===== config.mk =====
export PLATFORM = sky130hd
export DESIGN_NAME = bay_led_presence_map
export DESIGN_NICKNAME = d
export VERILOG_FILES = /design/src/logic/bay_led_pkg.sv /design/src/logic/bay_led_slot.sv /design/src/logic/bay_led_presence_map.sv
export SDC_FILE = /design/constraint.sdc
export NUM_CORES = 1
export LEC_CHECK = 0
export ABC_AREA = 1
export BUFFER_PORTS_ARGS = -buffer_cell sky130_fd_sc_hd__buf_4
export CAP_MARGIN = 20
export CORE_ASPECT_RATIO = 0.6
export CORE_MARGIN = 4
export CORE_UTILIZATION = 59
export DETAILED_ROUTE_END_ITERATION = 8
export PLACE_DENSITY = 0.86
export SLEW_MARGIN = 10
export SYNTH_ARGS = -nofsm -noshare
export SYNTH_HDL_FRONTEND = slang
export SYNTH_SLANG_ARGS = --single-unit

===== constraint.sdc =====
create_clock -name clk_sys -period 17.43 [get_ports clk_sys]
set_clock_uncertainty 0.05 [all_clocks]
set_input_delay 1.743 -clock clk_sys [delete_from_list [all_inputs] [get_ports clk_sys]]
set_output_delay 1.743 -clock clk_sys [all_outputs]
set_load 0.1 [all_outputs]

===== src/logic/bay_led_pkg.sv =====
// constants and carrier types for the bay led / presence stream logic
// assumes a 100 MHz system clock and a slow serial link clock sampled by it
package bay_led_pkg;

  // ----------------------------------------------------------------------
  // stream geometry
  // ----------------------------------------------------------------------
  localparam int BITS_PER_SLOT   = 3;
  localparam int SLOTS_PER_GROUP = 4;
  localparam int BITS_PER_GROUP  = 12;
  localparam int SHORT_LAST_BIT  = 11;
  localparam int LONG_LAST_BIT   = 191;
  localparam int BIT_ACT         = 0;
  localparam int BIT_LOC         = 1;
  localparam int BIT_ERR         = 2;
  localparam int BIT_ABSENT      = 0;
  localparam int BIT_NO_BAY      = 1;
  localparam int BIT_SPARE       = 2;

  // ----------------------------------------------------------------------
  // timing
  // ----------------------------------------------------------------------
  localparam int CLK_HZ          = 100_000_000;
  localparam int BLINK_HZ        = 1;
  localparam int BLINK_HALF_CYC  = CLK_HZ / (2 * BLINK_HZ);

  // per-bay software status
  typedef struct packed {
    logic active;   // activity / rebuild indication
    logic selected; // locate request
    logic failed;
    logic predict;  // predicted failure
  } bay_status_t;

  // per-bay status returned from the backplane
  typedef struct packed {
    logic absent_n_drive; // 1 = no drive installed
    logic no_bay;         // 1 = bay does not exist
  } bay_presence_t;

endpackage


===== src/logic/bay_led_slot.sv =====
// one bay slot: turns software status and presence into three led bits
// assumes blink_phase toggles every half second on the same clock
`timescale 1ns/1ps
module bay_led_slot
  import bay_led_pkg::*;
(
  input  wire logic        clk_sys,
  input  wire logic        sys_rst,
  input  bay_led_pkg::bay_status_t status,
  input  wire logic        no_bay,
  input  wire logic        blink_phase,
  output logic [2:0]       led_q
);

  logic [2:0] led_d;

  // ----------------------------------------------------------------------
  // led pattern selection
  // ----------------------------------------------------------------------
  always_comb
  begin
    led_d          = 3'h0;
    led_d[BIT_ACT] = status.active;
    if (status.selected && (status.failed || status.predict))
    begin
      led_d[BIT_LOC] = blink_phase;
      led_d[BIT_ERR] = ~blink_phase;
    end
    else
    begin
      led_d[BIT_LOC] = status.selected;
      if (status.failed)
        led_d[BIT_ERR] = 1'b1;
      else
        led_d[BIT_ERR] = status.predict & blink_phase;
    end
    // a missing bay is driven all ones so the line floats high
    if (no_bay)
      led_d = 3'h7;
  end

  // registered so the stream sees stable bits
  always_ff @(posedge clk_sys or posedge sys_rst)
  begin
    if (sys_rst)
      led_q <= 3'h7;
    else
      led_q <= led_d;
  end

endmodule


===== src/logic/bay_led_presence_map.sv =====
// bay led and presence map over the serial gpio sideband link
// assumes sclock/sload/sdata_in arrive asynchronously from the pins
`timescale 1ns/1ps
module bay_led_presence_map
  import bay_led_pkg::*;
#(
  parameter int GROUPS     = 4,
  parameter int BLINK_HALF = bay_led_pkg::BLINK_HALF_CYC
)
(
  input  wire logic                    clk_sys,
  input  wire logic                    sys_rst,
  input  wire logic                    sclock,
  input  wire logic                    sload,
  input  wire logic                    sdata_in,
  input  wire logic                    sata_known,
  input  bay_led_pkg::bay_status_t [4*GROUPS-1:0] bay_status,
  output logic                         sdata_out,
  output logic                         frame_done,
  output logic [191:0]                 rx_bits,
  output bay_led_pkg::bay_presence_t [4*GROUPS-1:0] presence,
  output logic [1:0]                   bay_group_code [GROUPS],
  output logic                         bay_order [GROUPS],
  output logic                         spare_bit [GROUPS],
  output logic [4:0]                   bay_number [4*GROUPS]
);

  localparam int NBAYS = 4 * GROUPS;

  // ----------------------------------------------------------------------
  // parameter checks
  // ----------------------------------------------------------------------
  initial
  begin
    if (GROUPS < 1 || GROUPS > 4)
      $error("GROUPS must be 1 to 4");
    if (BLINK_HALF < 2)
      $error("BLINK_HALF too small");
  end

  // bay number from code and relative index
  function automatic logic [4:0] bay_num(input logic [1:0] code,
                                         input logic       a_low,
                                         input logic [1:0] rel);
    logic [1:0] idx;
    logic [4:0] base;
    idx  = a_low ? rel : 2'h3 - rel;
    base = {1'b0, ~code, 2'h0};
    return 5'(base + 5'(idx) + 5'h1);
  endfunction

  // ----------------------------------------------------------------------
  // pin synchronisers and edge finding
  // ----------------------------------------------------------------------
  logic [1:0] sck_s_q, sld_s_q, sdi_s_q;
  logic       sck_prev_q;
  logic       sck_rise, sck_fall;

  // the link clock idles high, so the sampler resets high as well;
  // a low reset value would show a false rise just after reset
  always_ff @(posedge clk_sys or posedge sys_rst)
  begin
    if (sys_rst)
    begin
      sck_s_q    <= 2'h3;
      sld_s_q    <= 2'h0;
      sdi_s_q    <= 2'h3;
      sck_prev_q <= 1'b1;
    end
    else
    begin
      sck_s_q    <= {sck_s_q[0], sclock};
      sld_s_q    <= {sld_s_q[0], sload};
      sdi_s_q    <= {sdi_s_q[0], sdata_in};
      sck_prev_q <= sck_s_q[1];
    end
  end

  assign sck_rise = sck_s_q[1] & ~sck_prev_q;
  assign sck_fall = ~sck_s_q[1] & sck_prev_q;

  // ----------------------------------------------------------------------
  // half-second blink enable
  // ----------------------------------------------------------------------
  logic [31:0] blink_cnt_q;
  logic        blink_q;

  // one counter shared by all bays keeps every blinking led in phase except the error led of a selected bay with failed or predict set, which is inverted
  always_ff @(posedge clk_sys or posedge sys_rst)
  begin
    if (sys_rst)
    begin
      blink_cnt_q <= 32'h0;
      blink_q     <= 1'b0;
    end
    else if (blink_cnt_q == 32'(BLINK_HALF - 1))
    begin
      blink_cnt_q <= 32'h0;
      blink_q     <= ~blink_q;
    end
    else
      blink_cnt_q <= blink_cnt_q + 32'h1;
  end

  // ----------------------------------------------------------------------
  // per-bay led bits
  // ----------------------------------------------------------------------
  logic [2:0] led [NBAYS];

  for (genvar b = 0; b < NBAYS; b++)
  begin : g_slot
    bay_led_slot u_slot (
      .clk_sys     (clk_sys),
      .sys_rst     (sys_rst),
      .status      (bay_status[b]),
      .no_bay      (presence[b].no_bay),
      .blink_phase (blink_q),
      .led_q       (led[b])
    );
  end

  // ----------------------------------------------------------------------
  // bit position and stream length
  // ----------------------------------------------------------------------
  logic [7:0] pos_q;
  logic [7:0] last_bit;
  logic [5:0] slot;
  logic [1:0] sub;
  logic       in_map;

  // a small map is not repeated up to the long length; unmapped bits
  // are sent as ones, the tristate value
  assign last_bit = sata_known ? 8'(LONG_LAST_BIT)
                               : 8'(SHORT_LAST_BIT);
  assign slot     = 6'(pos_q / BITS_PER_SLOT);
  assign sub      = 2'(pos_q % BITS_PER_SLOT);
  assign in_map   = slot < 6'(NBAYS);

  // sload high at a rising clock restarts the stream; the next rise is bit 0
  always_ff @(posedge clk_sys or posedge sys_rst)
  begin
    if (sys_rst)
    begin
      pos_q      <= 8'h0;
      frame_done <= 1'b0;
    end
    else
    begin
      frame_done <= 1'b0;
      if (sck_rise)
      begin
        if (sld_s_q[1] || pos_q == last_bit)
        begin
          pos_q      <= 8'h0;
          frame_done <= (pos_q == last_bit);
        end
        else
          pos_q <= pos_q + 8'h1;
      end
    end
  end

  // ----------------------------------------------------------------------
  // transmit: change data on the falling clock edge
  // ----------------------------------------------------------------------
  always_ff @(posedge clk_sys or posedge sys_rst)
  begin
    if (sys_rst)
      sdata_out <= 1'b1;
    else if (sck_fall)
    begin
      if (in_map)
        sdata_out <= led[slot[3:0]][sub];
      else
        sdata_out <= 1'b1;
    end
  end

  // ----------------------------------------------------------------------
  // receive: capture raw bits on the rising clock edge
  // ----------------------------------------------------------------------
  always_ff @(posedge clk_sys or posedge sys_rst)
  begin
    if (sys_rst)
      rx_bits <= {192{1'b1}};
    else if (sck_rise)
      rx_bits[pos_q] <= sdi_s_q[1];
  end

  // ----------------------------------------------------------------------
  // decode the received stream once per completed frame
  // ----------------------------------------------------------------------
  always_ff @(posedge clk_sys or posedge sys_rst)
  begin
    if (sys_rst)
    begin
      for (int b = 0; b < NBAYS; b++)
      begin
        presence[b]   <= '1;
        bay_number[b] <= 5'h0;
      end
      for (int g = 0; g < GROUPS; g++)
      begin
        bay_group_code[g] <= 2'h0;
        bay_order[g]      <= 1'b0;
        spare_bit[g]      <= 1'b1;
      end
    end
    else if (frame_done)
    begin
      for (int g = 0; g < GROUPS; g++)
      begin
        bay_group_code[g] <= {rx_bits[12*g + BIT_SPARE],
                              rx_bits[12*g + 3 + BIT_SPARE]};
        bay_order[g]      <= rx_bits[12*g + 6 + BIT_SPARE];
        spare_bit[g]      <= rx_bits[12*g + 9 + BIT_SPARE];
        for (int r = 0; r < SLOTS_PER_GROUP; r++)
        begin
          // drive flag is only meaningful when the bay exists
          presence[4*g+r].no_bay <= rx_bits[12*g + 3*r + BIT_NO_BAY];
          presence[4*g+r].absent_n_drive <=
            rx_bits[12*g + 3*r + BIT_ABSENT] |
            rx_bits[12*g + 3*r + BIT_NO_BAY];
          bay_number[4*g+r] <= bay_num(
            {rx_bits[12*g + BIT_SPARE], rx_bits[12*g + 3 + BIT_SPARE]},
            rx_bits[12*g + 6 + BIT_SPARE], 2'(r));
        end
      end
    end
  end

endmodule


# Word-level counts from Yosys, hierarchy flattened
# Index checks and enable logic that the tools add are counted.
# word_totals
elab_cells	283
output_inout_bits	322
in_bits	70
ff_bits	418
# op_classes
n_mux	78
add_sub_neg	34
reduce_logical	34
n_div	2
bitwise	42
n_eq_ne	2
magnitude_cmp	5
# op_table
cell	count
bitwise mux 192 bit	1
adder 4 x 2 -> 5 bit	16
adder 5 x 1 -> 5 bit (second input constant)	16
two-way mux 2 bit	32
two-way mux 3 bit	18
adder 32 x 1 -> 32 bit (second input constant)	1
divider 8 x 2 -> 32 bit (second input constant)	1
equality test 32 x 26 -> 1 bit (second input constant)	1
modulo 8 x 2 -> 32 bit (second input constant)	1
two-way mux 32 bit	1
two-way mux 1 bit	21
AND 1 bit	18
logical AND 1 bit	17
logical OR 1 bit	17
two-way mux 8 bit	2
OR 1 bit	16
binary-select mux 3 bit (select 4 bit)	1
< comparator 8 x 9 -> 1 bit (second input constant)	1
adder 8 x 1 -> 8 bit (second input constant)	1
demux 1 bit (select 8 bit)	1
equality test 8 bit	1
greater-or-equal comparator 8 x 1 -> 1 bit (second input constant)	1
inverter 2 bit	4
< comparator 6 x 5 -> 1 bit (second input constant)	1
5 further kinds	7

# Longest topological paths before layout
# depth
word_depth	8
mapped_depth	42
depth_no_buf	40

# Modules after synthesis
# From an unflattened synthesis, not the netlist that was laid out.
# unflattened
cells_unflattened	1972
area_unflattened_um2	17610.6
# modules_own_cells
module	instances	seq_area_each_um2	cells_each	area_per_inst_um2
bay_led_presence_map	1	8575.7	1700	15448.6
bay_led_slot	16	78.8	17	135.1

# Worst setup path after synthesis
# No wires, ideal clock.
# synth_path
path_type	reg2reg
start	register pos_q[6]
end	register sdata_out
setup_slack_ps	12941
n_path_buf	3
synth_period_minus_slack_ps	4489
setup_time_ps	68
t_required_ps	17312
stages_incl_launch_ff	36
arrival_time_ps	4370
path_cell_list	dfrtp_1 buf_4 clkbuf_1 ha_1 nand2_1 nand2_2 inv_2 nand3_1 nand2_1 nand3_2 nand2_1 a21o_1 nand4_2 nand2_1 nand3_2 nand3_4 nand2_1 nand2_1 inv_1 ha_1 inv_1 nand3_2 nor2_8 nand3_4 xor2_1 ha_1 nor2_8 nand3_4 buf_2 nand2_1 nand3_1 nand3_1 nand3_1 nand2_1 a21oi_1 a21oi_2
# synth_via
elab_chain_len	8
elab_cells_between_ends	10
cone_classes	div: 2; order compare: 1; mux: 6; bitwise: 1
# synth_lines
element	line_no	text
start: declaration	bay_led_presence_map.sv:125	logic [7:0] pos_q;
start signal: assignment	bay_led_presence_map.sv:158	pos_q <= pos_q + 8'h1;
divider 8 x 2 -> 32 bit	bay_led_presence_map.sv:135	assign slot = 6'(pos_q / BITS_PER_SLOT);
inverter 4 -> 5 bit (implied by the code)	bay_led_presence_map.sv:173	sdata_out <= led[slot[3:0]][sub];
binary-select mux 3 bit (select 4 bit)	bay_led_presence_map.sv:173	
two-way mux 3 bit (implied by the code) (2 in series)	bay_led_presence_map.sv:173	
binary-select mux 1 bit (select 2 bit)	bay_led_presence_map.sv:173	
two-way mux 1 bit (implied by the code)	bay_led_presence_map.sv:173	
two-way mux 1 bit *	bay_led_presence_map.sv:172	if (in_map)
end signal: assignment	bay_led_presence_map.sv:173	
end: declaration	bay_led_presence_map.sv:18	output logic sdata_out,
# Mark *: on every way between the ends. The rest lies on a longest branch, timed or not. The select of a mux whose other input is x is not followed.
# A chain may end at the register's enable or synchronous reset.

# Final worst setup path
# Same ends and word-level chain as after synthesis.

==> reports/qor.yml <==
cts_buffers: 35
fin_setup_tns_ps: 0
rsz0062_at_grt: "false"
worst-path-max-fanout: 26
r2r_cells: 32
insertion_delay_ps: 530
fin_crit_ps: 5930
grt_pass1_wl_mm: 84.8
syn_inst: 1905
final_antenna_net_count: 0
first_iter_violations: 1475
required_ps: 17850
pin_count: 392
synth_area_per_cell_um2: 9.23
finalCritPeriodShare: 0.340
yosys.cell_count.top_type: "nand2_1"
hold_path_depth: 0
slowest_delay_ps: 490
r2r_end: "sdata_out$_DFFE_PP1P_"
tightest_slew_ps: 1120
synth_top_area_cell: "dfstp_2"
layout-drive-gt1-share: 0.371
crit_arrival_ps: 6350
p_per_area_nw_per_um2: 106
timing.fmax_ghz: 0.169
synthTopCellsByArea: "dfstp_2, dfrtp_1, nand2_1"
finalMaxSlewViolations: 0
grtUsageTotal: 0.329
dp.cells: 2545
postCtsSetupRepairBufs: 0
die_w_um: 231
io_buffers: 375
antennaDiodeCount: 0
fin_util: 0.742
synthFlopType: "dfstp_2"
reg2reg_slack_ps: 11500
coreArea_um2: 29100
cts_max_level: 2
die_height_um: 142
nNetsFinal: 2281
cts_hold_buffers: 0
ys_seq_area_frac: 0.559
crit_top_cell: "nand2_1"
grt_max_degree: 164
finalHoldViolCount: 0
cts-root-buf: "clkbuf_16"
drcViolationCount: 0
status: "complete, no violations"
synth_edf_count: 0
ys_types: 48
leakage_uw: 0.0100
max_slew_margin: 0.251
dieArea_um2: 32700
synth_top_cell_area_share: 0.421
areaGrowthSynthToFinish_pct: 22.7
wl_per_cell_um: 21.3
synth_seq_cells: 379
cp_slowest_cell: "dfrtp_1"
wl_mm: 55.6
r2r_start: "pos_q[6]$_DFFE_PP0P_"
gp_congestion: 0.962
instances_no_fill: 2613
ir_worst_vdd_v: 0.0000714
rows: 48
fillerInstances: 2040
grt-ovfl-total: 0
antenna_found_initial: 0
min_path_type: "reg -> reg"
synth_area_um2: 17600
clock_path_buffers: 3
async_flop_share: 1.00
worst_setup_path_start_kind: "register"
min_to: "sdi_s_q[1]$_DFF_PP1_"
yosys-top-cells-count: "nand2_1, dfstp_2, a21oi_1"
cap_violations: 0
cts_tree: "built"
cts.sinks: 379
critical_path_class: "reg -> reg"
via_count: 15400
viasPerCell: 5.89
yosys_warnings: 0
endpoint_kind: "register"
drtPass1Iterations: 6
min-delay-start: "sdi_s_q[0]$_DFF_PP1_"
cts_resized: 0
dp_hpwl_mm: 38.2
grt_pass1_vias: 14600
setup_viol: 0
path_clk_slew_ps: 70
start_util: 0.605
[cell families (layout without fill, tap and decap cells)]
| kind of cell | count (synthesis) | after routing | share of synthesized area |
|---|---|---|---|
| AOI/OAI and AO/OA | 505 | 505 | 0.163 |
| xor gates and xnor gates | 23 | 23 | 0.0122 |
| adders and majority gates | 24 | 24 | 0.0171 |
| buffers and inverters | 335 | 628 | 0.0854 |
| DFF | 379 | 379 | 0.559 |
| other | 1 | 16 | 0.000213 |
| and+or+nand+nor | 638 | 638 | 0.163 |
[sequential cells by signal, summed over array words and instances (netlist names)]
name and cells:
rx_bits 192, pos_q 8, sck_prev_q 1, sld_s_q 2, blink_q 1, sdi_s_q 2
bay_group_code 8, presence 32, frame_done 1, bay_number 45, blink_cnt_q 32, sck_s_q 2
sdata_out 1, spare_bit 4, g_slot.u_slot.led_q 48
[how the worst max path moves through the flow]
| stage | start | to | cells past startpoint |
|---|---|---|---|
| after floorplan | sys_rst | bay_group_code[0]$_DFFE_PP0P_ | 1 |
| after global placement | pos_q[7]$_DFFE_PP0P_ | sdata_out$_DFFE_PP1P_ | 32 |
| after detailed placement | pos_q[6]$_DFFE_PP0P_ | sdata_out$_DFFE_PP1P_ | 32 |
| after CTS | pos_q[6]$_DFFE_PP0P_ | sdata_out$_DFFE_PP1P_ | 32 |
| after global routing | pos_q[6]$_DFFE_PP0P_ | sdata_out$_DFFE_PP1P_ | 32 |
| final | pos_q[6]$_DFFE_PP0P_ | sdata_out$_DFFE_PP1P_ | 32 |
[where the power goes]
part,leakage [uW],switching (uW),internal (uW)
logic,0.00518,408,119
registers,0.00425,35.9,939
clock network,0.000571,333,452
[per-stage QoR]
step	area (um^2)	worst slack [ps]	hold WS (ps)	total power (uW)
5_1_grt	21600	10910	312	2370
3_3_place_gp	20300	11840	298	1500
2_1_floorplan	17600	5570	281	1400
3_5_place_dp	20400	11560	297	1510
4_1_cts	21500	11520	306	2290
6_report	21600	11500	305	2290
[cells in the final DEF (no fill, tap or decap), types with 11 or more instances in the layout]
cell type and count:
nand2_1 309, inv_1 146, nor3_1 13, o31ai_1 16, inv_2 11, clkbuf_16 37, clkbuf_1 12, ha_1 24
dfstp_2 282, nor4_1 11, or2_2 17, a31oi_1 175, nand3_1 75, conb_1 16, xor2_1 20, o21ai_0 86
nor2_1 128, buf_4 396, nor2_2 15, clkbuf_8 11, nand4_1 34, a21oi_1 204, dfrtp_1 96
[worst max-delay path: cells and delay by family (launching register included)]
| kind | cells | cell delay [ps] |
|---|---|---|
| AO/OA/AOI/OAI | 2 | 300 |
| XOR/XNOR | 1 | 240 |
| adder cells (fa/ha/maj) | 3 | 690 |
| buffers and inverters | 5 | 480 |
| flip-flops | 1 | 490 |
| AND/OR/NAND/NOR | 21 | 3590 |
[area by class of cell]
class / instances / area, um^2 / share of cell area
sequential: 379 / 9840 / 0.456
multi-input combinational: 1206 / 6390 / 0.296
timing repair buffer: 403 / 3060 / 0.142
clock buffer: 60 / 1120 / 0.0520
inverter: 162 / 621 / 0.0288
tap: 400 / 500 / 0.0232
clock inverter: 3 / 40.0 / 0.00186
[routing by layer]
layer / global-route usage / vias up / share of wire
met5: 0 / - / 0
met4: 0.0803 / 0 / 0.025
met3: 0.0901 / 97 / 0.11
met2: 0.511 / 753 / 0.45
met1: 0.467 / 7584 / 0.42
li1: - / 6959 / -
No activity file was read; power rests on OpenSTA's default activity.
